File: src/rtl/ssfrp_pkg.sv
package ssfrp_pkg;

  // Register offsets (8-bit map, 00h to 3Ah)
  localparam logic [7:0] ADDR_EVENT_STATUS = 8'h00;
  localparam logic [7:0] ADDR_TEMP_OUT     = 8'h01;
  localparam logic [7:0] ADDR_VECTOR_MAGNITUDE_OUT_LO      = 8'h02;
  localparam logic [7:0] ADDR_VECTOR_MAGNITUDE_OUT_HI      = 8'h03;
  localparam logic [7:0] ADDR_X_LO         = 8'h04;
  localparam logic [7:0] ADDR_X_HI         = 8'h05;
  localparam logic [7:0] ADDR_Y_LO         = 8'h06;
  localparam logic [7:0] ADDR_Y_HI         = 8'h07;
  localparam logic [7:0] ADDR_Z_LO         = 8'h08;
  localparam logic [7:0] ADDR_Z_HI         = 8'h09;
  localparam logic [7:0] ADDR_SYS_MODE     = 8'h14;
  localparam logic [7:0] ADDR_SENS_CFG_A   = 8'h15;
  localparam logic [7:0] ADDR_SENS_CFG_C   = 8'h17;
  localparam logic [7:0] ADDR_BUF_CFG      = 8'h1D;
  localparam logic [7:0] ADDR_IRQ_STICKY   = 8'h21;
  localparam logic [7:0] ADDR_IRQ_MASK     = 8'h22;
  localparam logic [7:0] ADDR_RSVD_A       = 8'h39;
  localparam logic [7:0] ADDR_RSVD_B       = 8'h3A;
  localparam logic [7:0] ADDR_WRAP_TO      = 8'h00;

  // Field positions
  localparam int CFG_A_ACTIVE_BIT   = 0;
  localparam int CFG_A_SOFT_RST_BIT = 7;
  localparam int CFG_C_BYTE_ORD_BIT = 0;
  localparam int CFG_C_TRIG_BIT     = 1;
  localparam int BUF_FLUSH_BIT      = 7;
  localparam int BUF_MODE_LO        = 5;
  localparam int STAT_NEW_BIT       = 7;
  localparam int STAT_OVR_BIT       = 6;
  localparam int STAT_BOOT_BIT      = 0;
  localparam int IRQ_NEW_BIT        = 0;
  localparam int IRQ_OVR_BIT        = 1;
  localparam int IRQ_REFUSED_BIT    = 2;

  // Reset values
  localparam logic [7:0] EVENT_STATUS_RST = 8'h01;
  localparam logic [7:0] RSVD_A_RST       = 8'h00;
  localparam logic [7:0] CFG_RST          = 8'h00;
  localparam logic [1:0] BUF_MODE_OFF     = 2'h0;
  localparam logic [7:0] RD_UNMAPPED      = 8'h00;

  // Timing: 20 MHz core clock, 5 ms interrupt pulse
  localparam int CLK_HZ            = 20_000_000;
  localparam int PULSE_WIDTH_US    = 5000;
  localparam int PULSE_WIDTH_CYC   = (CLK_HZ / 1_000_000) * PULSE_WIDTH_US;

  typedef enum logic [1:0] {
    SSFRP_STANDBY,
    SSFRP_ACTIVE,
    SSFRP_EXTERNAL_TRIGGER_MODE
  } ssfrp_mode_e;

  // One result set from the sensing core
  typedef struct packed {
    logic [11:0] x;
    logic [11:0] y;
    logic [11:0] z;
    logic [11:0] vector_magnitude_out;
    logic [7:0]  temp;
  } ssfrp_sample_s;

  // Host register request
  typedef struct packed {
    logic [7:0] addr;
    logic [7:0] wdata;
    logic       wr;
    logic       rd;
    logic       auto_inc;
  } ssfrp_req_s;

endpackage

File: src/rtl/ssfrp_regs.sv
`timescale 1ns/1ps
`default_nettype none
// Overview of operation
// - Marked registers survive active to standby
// - Hibernate exit or reset wipes every register
// - Output group cleared on standby to running
// - Byte order bit picks LE-right or BE-left
// - Buffer marked stale on standby to running
// - Protected writes only in standby mode
// - Active bit frozen in external-trigger mode
// - Auto-increment 39h to 3Ah, wraps to 00h
// - New-sample flag set on fresh result set
// - Magnitude or axis register read clears new-sample flag
// - New-sample flag zero while buffer enabled
// - Strap low: read clears flag and interrupt
// - Strap high: interrupt is timed pulse
// - Entering standby cuts the pulse short
// - Overrun set when unread set is overwritten
// - No overrun if axis read since last set
// - Status read clears the overrun flag
// - Overrun flag zero while buffer enabled

module ssfrp_regs #(
  parameter int PULSE_CYCLES = ssfrp_pkg::PULSE_WIDTH_CYC
) (
  input  wire logic                    core_clk_i,
  input  wire logic                    rst_n_i,
  input  wire ssfrp_pkg::ssfrp_req_s   req_i,
  output logic [7:0]                   rd_data_o,
  input  wire logic                    sample_valid_i,
  input  wire ssfrp_pkg::ssfrp_sample_s sample_i,
  input  wire logic                    hibernate_exit_i,
  input  wire logic                    boot_mode_strap_i,
  output ssfrp_pkg::ssfrp_mode_e       mode_o,
  output logic                         byte_order_select_o,
  output logic [1:0]                   buf_mode_o,
  output logic                         buf_flush_o,
  output logic                         buf_stale_o,
  output logic                         drdy_int_o,
  output logic                         irq_o
);

  // Counter below is 20 bits wide, so longer pulses cannot be served
  if (PULSE_CYCLES < 1 || PULSE_CYCLES > 2**20 - 1) begin : g_pulse_range
    $error("PULSE_CYCLES out of range");
  end

  ////////////////////////////////////////////////////////////////////////
  // Helpers

  function automatic logic [7:0] next_addr(input logic [7:0] a);
    if (a >= ssfrp_pkg::ADDR_RSVD_B) begin
      next_addr = ssfrp_pkg::ADDR_WRAP_TO;
    end else begin
      next_addr = a + 8'h01;
    end
  endfunction

  // Low register of a 12-bit word, per byte order
  function automatic logic [7:0] lo_byte(input logic [11:0] d, input logic be);
    lo_byte = be ? d[11:4] : d[7:0];
  endfunction

  function automatic logic [7:0] hi_byte(input logic [11:0] d, input logic be);
    hi_byte = be ? {d[3:0], 4'h0} : {4'h0, d[11:8]};
  endfunction

  function automatic logic is_axis(input logic [7:0] a);
    is_axis = (a >= ssfrp_pkg::ADDR_X_LO) && (a <= ssfrp_pkg::ADDR_Z_HI);
  endfunction

  ////////////////////////////////////////////////////////////////////////
  // State

  logic [7:0]            cfg_a;
  logic [7:0]            cfg_c;
  logic [7:0]            buf_cfg;
  logic [7:0]            rsvd_a;
  logic [7:0]            irq_sticky;
  logic [7:0]            irq_mask;
  logic [7:0]            auto_ptr;
  ssfrp_pkg::ssfrp_sample_s out_q;
  logic                  new_flag;
  logic                  ovr_flag;
  logic                  axis_read;
  logic                  soft_rst;
  logic                  strap;
  logic                  strap_taken;
  logic [19:0]           pulse_cnt;
  ssfrp_pkg::ssfrp_mode_e mode;
  ssfrp_pkg::ssfrp_mode_e prev_mode;

  logic       wipe;
  logic [7:0] acc_addr;
  logic       wr;
  logic       rd;
  logic       standby;
  logic       go_run;
  logic       buf_on;
  logic       out_read;
  logic       stat_read;
  logic       refused;
  logic       new_set;
  logic       ovr_set;
  logic [7:0] event_status;
  logic       order_be;

  // Full wipe on reset, hibernate exit or soft reset
  assign wipe      = !rst_n_i || hibernate_exit_i || soft_rst;
  // Auto-increment uses the internal pointer
  assign acc_addr  = req_i.auto_inc ? auto_ptr : req_i.addr;
  assign wr        = req_i.wr;
  assign rd        = req_i.rd;
  assign standby   = (mode == ssfrp_pkg::SSFRP_STANDBY);
  assign go_run    = (prev_mode == ssfrp_pkg::SSFRP_STANDBY) && !standby;
  assign buf_on    = (buf_cfg[ssfrp_pkg::BUF_MODE_LO +: 2] != ssfrp_pkg::BUF_MODE_OFF);
  assign out_read  = rd && (acc_addr >= ssfrp_pkg::ADDR_VECTOR_MAGNITUDE_OUT_LO)
                        && (acc_addr <= ssfrp_pkg::ADDR_Z_HI);
  assign stat_read = rd && (acc_addr == ssfrp_pkg::ADDR_EVENT_STATUS);
  assign order_be  = cfg_c[ssfrp_pkg::CFG_C_BYTE_ORD_BIT];
  assign new_set   = sample_valid_i && !standby && !buf_on;
  // Previous set still unread and no axis touched since it landed
  assign ovr_set   = new_set && new_flag && !axis_read;

  ////////////////////////////////////////////////////////////////////////
  // Operating mode from the control bits

  always_comb begin
    if (!cfg_a[ssfrp_pkg::CFG_A_ACTIVE_BIT]) begin
      mode = ssfrp_pkg::SSFRP_STANDBY;
    end else if (cfg_c[ssfrp_pkg::CFG_C_TRIG_BIT]) begin
      mode = ssfrp_pkg::SSFRP_EXTERNAL_TRIGGER_MODE;
    end else begin
      mode = ssfrp_pkg::SSFRP_ACTIVE;
    end
  end

  always_ff @(posedge core_clk_i) begin
    if (wipe) begin
      prev_mode <= ssfrp_pkg::SSFRP_STANDBY;
    end else begin
      prev_mode <= mode;
    end
  end

  // Boot strap caught once after reset release, not on wipe
  always_ff @(posedge core_clk_i) begin
    if (!rst_n_i) begin
      strap       <= 1'b0;
      strap_taken <= 1'b0;
    end else if (!strap_taken) begin
      strap       <= boot_mode_strap_i;
      strap_taken <= 1'b1;
    end
  end

  ////////////////////////////////////////////////////////////////////////
  // Host writes: protection and control registers

  // Refused: a Control C or reserved write outside standby
  always_comb begin
    refused = 1'b0;
    if (wr && !standby) begin
      case (acc_addr)
        ssfrp_pkg::ADDR_SENS_CFG_A: refused = 1'b0;
        ssfrp_pkg::ADDR_BUF_CFG:    refused = 1'b0;
        ssfrp_pkg::ADDR_SENS_CFG_C: refused = 1'b1;
        ssfrp_pkg::ADDR_RSVD_A:     refused = 1'b1;
        default:                    refused = 1'b0;
      endcase
    end
  end

  // Control A: soft reset open in every mode, active bit frozen in trigger mode
  always_ff @(posedge core_clk_i) begin
    if (wipe) begin
      cfg_a    <= ssfrp_pkg::CFG_RST;
      soft_rst <= 1'b0;
    end else begin
      soft_rst <= 1'b0;
      if (wr && acc_addr == ssfrp_pkg::ADDR_SENS_CFG_A) begin
        soft_rst <= req_i.wdata[ssfrp_pkg::CFG_A_SOFT_RST_BIT];
        if (standby) begin
          cfg_a <= {1'b0, req_i.wdata[6:0]};
        end else if (mode == ssfrp_pkg::SSFRP_ACTIVE) begin
          cfg_a[ssfrp_pkg::CFG_A_ACTIVE_BIT] <=
            req_i.wdata[ssfrp_pkg::CFG_A_ACTIVE_BIT];
        end
        // External_trigger_mode: active bit left untouched
      end
    end
  end

  // Control C: byte order and trigger select, standby only
  always_ff @(posedge core_clk_i) begin
    if (wipe) begin
      cfg_c <= ssfrp_pkg::CFG_RST;
    end else if (wr && standby && acc_addr == ssfrp_pkg::ADDR_SENS_CFG_C) begin
      cfg_c <= req_i.wdata;
    end
  end

  // Buffer config: mode protected, flush open in every mode
  always_ff @(posedge core_clk_i) begin
    if (wipe) begin
      buf_cfg     <= ssfrp_pkg::CFG_RST;
      buf_flush_o <= 1'b0;
    end else begin
      buf_flush_o <= 1'b0;
      if (wr && acc_addr == ssfrp_pkg::ADDR_BUF_CFG) begin
        buf_flush_o <= req_i.wdata[ssfrp_pkg::BUF_FLUSH_BIT];
        if (standby) begin
          buf_cfg <= {1'b0, req_i.wdata[6:0]};
        end
      end
    end
  end

  // Factory reserved; storage kept only so reads are stable
  always_ff @(posedge core_clk_i) begin
    if (wipe) begin
      rsvd_a <= ssfrp_pkg::RSVD_A_RST;
    end else if (wr && standby && acc_addr == ssfrp_pkg::ADDR_RSVD_A) begin
      rsvd_a <= req_i.wdata;
    end
  end

  // Auto-increment pointer follows every access
  always_ff @(posedge core_clk_i) begin
    if (wipe) begin
      auto_ptr <= ssfrp_pkg::ADDR_WRAP_TO;
    end else if (wr || rd) begin
      auto_ptr <= next_addr(acc_addr);
    end
  end

  ////////////////////////////////////////////////////////////////////////
  // Output data registers

  // Nothing here reacts to active-to-standby, so contents stay
  always_ff @(posedge core_clk_i) begin
    if (wipe || go_run) begin
      out_q <= '0;
    end else if (sample_valid_i && !standby) begin
      out_q <= sample_i;
    end
  end

  // Stale-buffer pulse on the move out of standby
  always_ff @(posedge core_clk_i) begin
    if (wipe) begin
      buf_stale_o <= 1'b0;
    end else begin
      buf_stale_o <= go_run;
    end
  end

  ////////////////////////////////////////////////////////////////////////
  // Status flags; a set in a read-clear cycle wins

  always_ff @(posedge core_clk_i) begin
    if (wipe || go_run || buf_on) begin
      new_flag <= 1'b0;
    end else if (new_set) begin
      new_flag <= 1'b1;
    end else if (out_read) begin
      new_flag <= 1'b0;
    end
  end

  always_ff @(posedge core_clk_i) begin
    if (wipe || go_run || buf_on) begin
      ovr_flag <= 1'b0;
    end else if (ovr_set) begin
      ovr_flag <= 1'b1;
    end else if (stat_read) begin
      ovr_flag <= 1'b0;
    end
  end

  // Any axis read since the last set landed
  always_ff @(posedge core_clk_i) begin
    if (wipe || go_run) begin
      axis_read <= 1'b0;
    end else if (new_set) begin
      axis_read <= 1'b0;
    end else if (rd && is_axis(acc_addr)) begin
      axis_read <= 1'b1;
    end
  end

  // Read-only view; boot bit fixed high after reset
  always_comb begin
    event_status = ssfrp_pkg::EVENT_STATUS_RST;
    event_status[ssfrp_pkg::STAT_NEW_BIT] = new_flag && !buf_on;
    event_status[ssfrp_pkg::STAT_OVR_BIT] = ovr_flag && !buf_on;
    event_status[ssfrp_pkg::STAT_BOOT_BIT] = 1'b1;
  end

  ////////////////////////////////////////////////////////////////////////
  // Data-ready interrupt pin

  // Strap high: timed pulse, cut short by standby
  always_ff @(posedge core_clk_i) begin
    if (wipe || standby) begin
      pulse_cnt <= '0;
    end else if (strap && new_set) begin
      pulse_cnt <= 20'(PULSE_CYCLES);
    end else if (pulse_cnt != '0) begin
      pulse_cnt <= pulse_cnt - 20'h00001;
    end
  end

  // Strap low follows the flag, so a read drops it too
  always_ff @(posedge core_clk_i) begin
    if (wipe) begin
      drdy_int_o <= 1'b0;
    end else if (strap) begin
      // Standby gates the pin too, else it lags the cut by a cycle
      drdy_int_o <= !standby && ((pulse_cnt > 20'h00001) || new_set);
    end else begin
      // Next value of the flag, except a set in the go_run cycle, which raises the pin alone
      drdy_int_o <= new_set || (new_flag && !out_read && !go_run && !buf_on);
    end
  end

  ////////////////////////////////////////////////////////////////////////
  // Sticky event register, write one to clear

  always_ff @(posedge core_clk_i) begin
    if (wipe) begin
      irq_sticky <= 8'h00;
      irq_mask   <= 8'h00;
    end else begin
      if (wr && acc_addr == ssfrp_pkg::ADDR_IRQ_MASK) begin
        irq_mask <= req_i.wdata;
      end
      irq_sticky <= (irq_sticky
                     & ~((wr && acc_addr == ssfrp_pkg::ADDR_IRQ_STICKY)
                         ? req_i.wdata : 8'h00))
                    | {5'h00, refused, ovr_set, new_set};
    end
  end

  assign irq_o = |(irq_sticky & irq_mask);

  ////////////////////////////////////////////////////////////////////////
  // Read data, one cycle after the strobe

  always_ff @(posedge core_clk_i) begin
    if (wipe) begin
      rd_data_o <= 8'h00;
    end else if (rd) begin
      case (acc_addr)
        ssfrp_pkg::ADDR_EVENT_STATUS: rd_data_o <= event_status;
        ssfrp_pkg::ADDR_TEMP_OUT:     rd_data_o <= out_q.temp;
        ssfrp_pkg::ADDR_VECTOR_MAGNITUDE_OUT_LO:      rd_data_o <= lo_byte(out_q.vector_magnitude_out, order_be);
        ssfrp_pkg::ADDR_VECTOR_MAGNITUDE_OUT_HI:      rd_data_o <= hi_byte(out_q.vector_magnitude_out, order_be);
        ssfrp_pkg::ADDR_X_LO:         rd_data_o <= lo_byte(out_q.x, order_be);
        ssfrp_pkg::ADDR_X_HI:         rd_data_o <= hi_byte(out_q.x, order_be);
        ssfrp_pkg::ADDR_Y_LO:         rd_data_o <= lo_byte(out_q.y, order_be);
        ssfrp_pkg::ADDR_Y_HI:         rd_data_o <= hi_byte(out_q.y, order_be);
        ssfrp_pkg::ADDR_Z_LO:         rd_data_o <= lo_byte(out_q.z, order_be);
        ssfrp_pkg::ADDR_Z_HI:         rd_data_o <= hi_byte(out_q.z, order_be);
        ssfrp_pkg::ADDR_SYS_MODE:     rd_data_o <= {6'h00, mode};
        ssfrp_pkg::ADDR_SENS_CFG_A:   rd_data_o <= cfg_a;
        ssfrp_pkg::ADDR_SENS_CFG_C:   rd_data_o <= cfg_c;
        ssfrp_pkg::ADDR_BUF_CFG:      rd_data_o <= buf_cfg;
        ssfrp_pkg::ADDR_IRQ_STICKY:   rd_data_o <= irq_sticky;
        ssfrp_pkg::ADDR_IRQ_MASK:     rd_data_o <= irq_mask;
        ssfrp_pkg::ADDR_RSVD_A:       rd_data_o <= rsvd_a;
        default:                      rd_data_o <= ssfrp_pkg::RD_UNMAPPED;
      endcase
    end
  end

  assign mode_o              = mode;
  assign byte_order_select_o = order_be;
  assign buf_mode_o          = buf_cfg[ssfrp_pkg::BUF_MODE_LO +: 2];

endmodule
`default_nettype wire

File: config.mk
export PLATFORM = sky130hd
export DESIGN_NAME = ssfrp_regs
export DESIGN_NICKNAME = d
export VERILOG_FILES = /design/src/rtl/ssfrp_pkg.sv /design/src/rtl/ssfrp_regs.sv
export SDC_FILE = /design/constraint.sdc
export NUM_CORES = 1
export LEC_CHECK = 0
export BUFFER_PORTS_ARGS = -buffer_cell sky130_fd_sc_hd__buf_2
export CAP_MARGIN = 20
export CORE_AREA = 2 2 142 179
export DETAILED_ROUTE_END_ITERATION = 10
export DIE_AREA = 0 0 144 181
export SYNTH_ARGS = -nofsm -noshare
export SYNTH_HDL_FRONTEND = slang
export SYNTH_SLANG_ARGS = --single-unit
File: constraint.sdc
create_clock -name core_clk_i -period 3.2 [get_ports core_clk_i]
set_input_delay 0.32 -clock core_clk_i [delete_from_list [all_inputs] [get_ports core_clk_i]]
set_output_delay 0.32 -clock core_clk_i [all_outputs]
set_load 0.005 [all_outputs]
==> results.py <==
metrics = {
    "die": {
        "starting_density": 0.297,
        "num_rows": 64,
        "top_level_ports": 97,
        "chipWidth_um": 144,
        "die_height_um": 181,
        "core_region_area_um2": 24300,
        "floorplan.die_area_um2": 26100,
    },
    "critical_path": {
        "longest_individual_stage_delay_on_the_worst_path_ns": 0.98,
        "path_cells": "buf_4 -> mux2_2 -> a221oi_1 -> nand4_1 -> o221a_2",
        "critPathSlowestCell": "dfxtp_1",
        "setup.worst_path.class": "register to register",
        "crit_arrival_ns": 2.87,
        "critical_path.endpoint_type": "register",
        "critical_path_required_ns": 3.52,
        "critPathLaunchType": "register",
        "worstPathMaxFanout": 25,
    },
    "clocking": {
        "cts_htree_levels": 4,
        "clock_slew_at_reported_path_ffs_ns": 0.06,
        "worstSkewPairLatency_ns": 0.43,
        "ctsHoldBuffers": 0,
        "clk_path_buf_depth": 2,
        "clock_tree.root_cell": "clkbuf_16",
        "sinks_on_clock_net": 149,
        "cts_resized": 0,
        "tritoncts": "done",
        "postCtsSetupBuffers": 0,
        "cts-buffers-inserted": 17,
    },
    "sta": {
        "worst_hold_slack_ns": 0.0471,
        "setup_tns_ns": 0,
        "tightestPinTransition_ns": 1.01,
        "number_of_slew_limit_violations_in_the_final_report": 0,
        "timing.final.hold_violations": 0,
        "final.min_clock_period_ns": 2.54,
        "final-setup-viol-count": 0,
        "timing.slew.headroom": 0.324,
        "final.period_utilization": 0.795,
        "timing.fmax_mhz": 393,
        "rsz_0062_raised_after_global_routing": "no",
        "final.setup_skew_ns": 0.0174,
    },
    "outcome": {
        "status": "finished, final reports clean",
    },
    "power_and_ir_drop": {
        "power-per-cell-area_nw_per_um2": 493,
        "vdd.ir_drop.worst_uv": 325,
        "static-leakage-power_nw": 3.11,
    },
    "yosys": {
        "yosysTopAreaCellShare": 0.414,
        "syn_inst": 885,
        "synth_edf_count": 0,
        "post_synth_instance_area_um2": 7210,
        "synth.yosys.seq_area_share": 0.414,
        "synth.most_common_cell": "nand2_1",
        "synthTopCellsByCount": "nand2_1, dfxtp_1, a21oi_1",
        "synthTopCellsByArea": "dfxtp_1, nand2_1, a21oi_1",
        "synth_async_sr_flop_share": 0,
        "synth_cell_type_count": 67,
        "synth.yosys.warnings": 0,
        "postSynthRegisterBits": 149,
        "syn_nets": 972,
        "synthFlopType": "dfxtp_1",
        "synth_top_cell_by_area": "dfxtp_1",
        "syn_area_cell_um2": 8.14,
    },
    "detailed_routing": {
        "drc_errors": 0,
        "drt_pre_antenna_iters": 5,
        "detailedRoute.firstIterationViolations": 516,
        "routed-via-count": 6809,
        "route.final.wire_length_um": 23600,
        "routed_via_density": 5.24,
        "wire_per_inst_um": 18.2,
        "antenna_violating_nets_post_route": 0,
    },
    "global_routing": {
        "grt_max_degree": 60,
        "grt_pass1_vias": 6562,
        "initial_antenna_violation_count": 0,
        "grt_usage": 0.186,
        "grt_first_pass_wirelength_um": 37500,
        "overflow": 0,
    },
    "placed_design": {
        "gp_congestion": 0.952,
        "detailed_placer_s_ending_hpwl_um": 17600,
        "place.port_buffers": 96,
    },
    "final_layout": {
        "sequential_cell_area_um2": 2980,
        "multi_input_area_um2": 3870,
        "flow.area_growth_from_synthesis_pct": 19.3,
        "nNetsFinal": 1044,
        "diodes": 0,
        "post-route-util": 0.354,
        "fill_cells": 2553,
        "layout-drive-gt1-share": 0.179,
    },
    "worst_hold_path": {
        "min_path_type": "primary input to register",
    },
    "flow_run": {
        "timing.max_cap.violations": 0,
    },
}
[worst max-delay path: cells and delay by family (launching register included)]
family	cells	cell delay, ns
flops	1	0.98
compound gates	2	0.61
mux	1	0.37
buf+inv	1	0.33
simple gates	1	0.14
[metal layers]
metal	up-vias	share of wire	global-route usage
met2	232	0.49	0.311
met1	3229	0.43	0.241
met3	48	0.049	0.0260
met4	0	0.030	0.0729
met5	-	0	0
li1	3300	-	-
[report_power, final]
part	total (mW)	switching (mW)	internal [mW]
Combinational	0.248	0.158	0.0900
Sequential	1.87	0.00647	1.86
Clock	2.12	0.795	1.33
Total	4.24	0.960	3.28
[cells by family (layout without fill, tap and decap cells)]
kind of cell | Yosys count | in the layout | synth area share
buffers and inverters | 79 | 164 | 0.0509
DFF | 149 | 149 | 0.414
muxes | 42 | 42 | 0.0599
AOI/OAI and AO/OA | 222 | 222 | 0.199
xor gates and xnor gates | 20 | 20 | 0.0243
and+or+nand+nor | 366 | 366 | 0.240
adders and majority gates | 7 | 7 | 0.0122
[sequential cells by signal, summed over array words and instances (netlist names)]
signal	count
out_q	56
pulse_cnt	20
auto_ptr	8
cfg_c	8
irq_mask	8
irq_sticky	8
rd_data_o	8
rsvd_a	8
buf_cfg	7
cfg_a	7
prev_mode	2
axis_read	1
buf_flush_o	1
buf_stale_o	1
drdy_int_o	1
new_flag	1
ovr_flag	1
soft_rst	1
strap	1
strap_taken	1
[cells in the final DEF, fill, tap and decap left out, types with 14 or more instances in the layout]
| cell type | Yosys | final |
|---|---|---|
| nand2_1 | 178 | 176 |
| dfxtp_1 | 149 | 149 |
| a21oi_1 | 96 | 96 |
| buf_2 | 14 | 96 |
| nor2_1 | 72 | 72 |
| a22oi_1 | 37 | 37 |
| mux2i_1 | 33 | 33 |
| nand3_1 | 28 | 28 |
| buf_4 | 7 | 24 |
| o21ai_0 | 19 | 19 |
| clkbuf_16 | 0 | 17 |
| xnor2_1 | 16 | 16 |
| a221oi_1 | 14 | 14 |
[area by class of cell]
cell class	instances	area share
timing repair buffer	120	0.0769
clock buffer	20	0.0520
clock inverter	12	0.0207
inverter	12	0.00524
multi-input combinational	657	0.450
sequential	149	0.347
tap	330	0.0480
[path summary, 6_finish.rpt]
path                            slack [ns]             to          start  cells after the start
worst max-delay path                  0.66   rd_data_o[4]       cfg_c[0]                      5
worst min register to register        0.46  irq_sticky[3]  irq_sticky[3]                      2
worst max register to register        0.66   rd_data_o[4]       cfg_c[0]                      5
worst min-delay path                  0.05    strap_taken        rst_n_i                      1
[stage by stage]
| step | setup WS, ns | power [mW] | area (um^2) | cells |
|---|---|---|---|---|
| 6_report | 0.656 | 4.24 | 8590 | 1300 |
| 5_1_grt | 0.433 | 4.38 | 8590 | 1300 |
| 4_1_cts | 0.655 | 4.27 | 8590 | 1300 |
| 3_5_place_dp | 0.358 | 2.16 | 7970 | 1268 |
| 3_3_place_gp | 0.391 | 2.15 | 7970 | 1268 |
| 2_1_floorplan | 0.475 | 2.03 | 7210 | 885 |
Power figures use the tool's default switching activity.
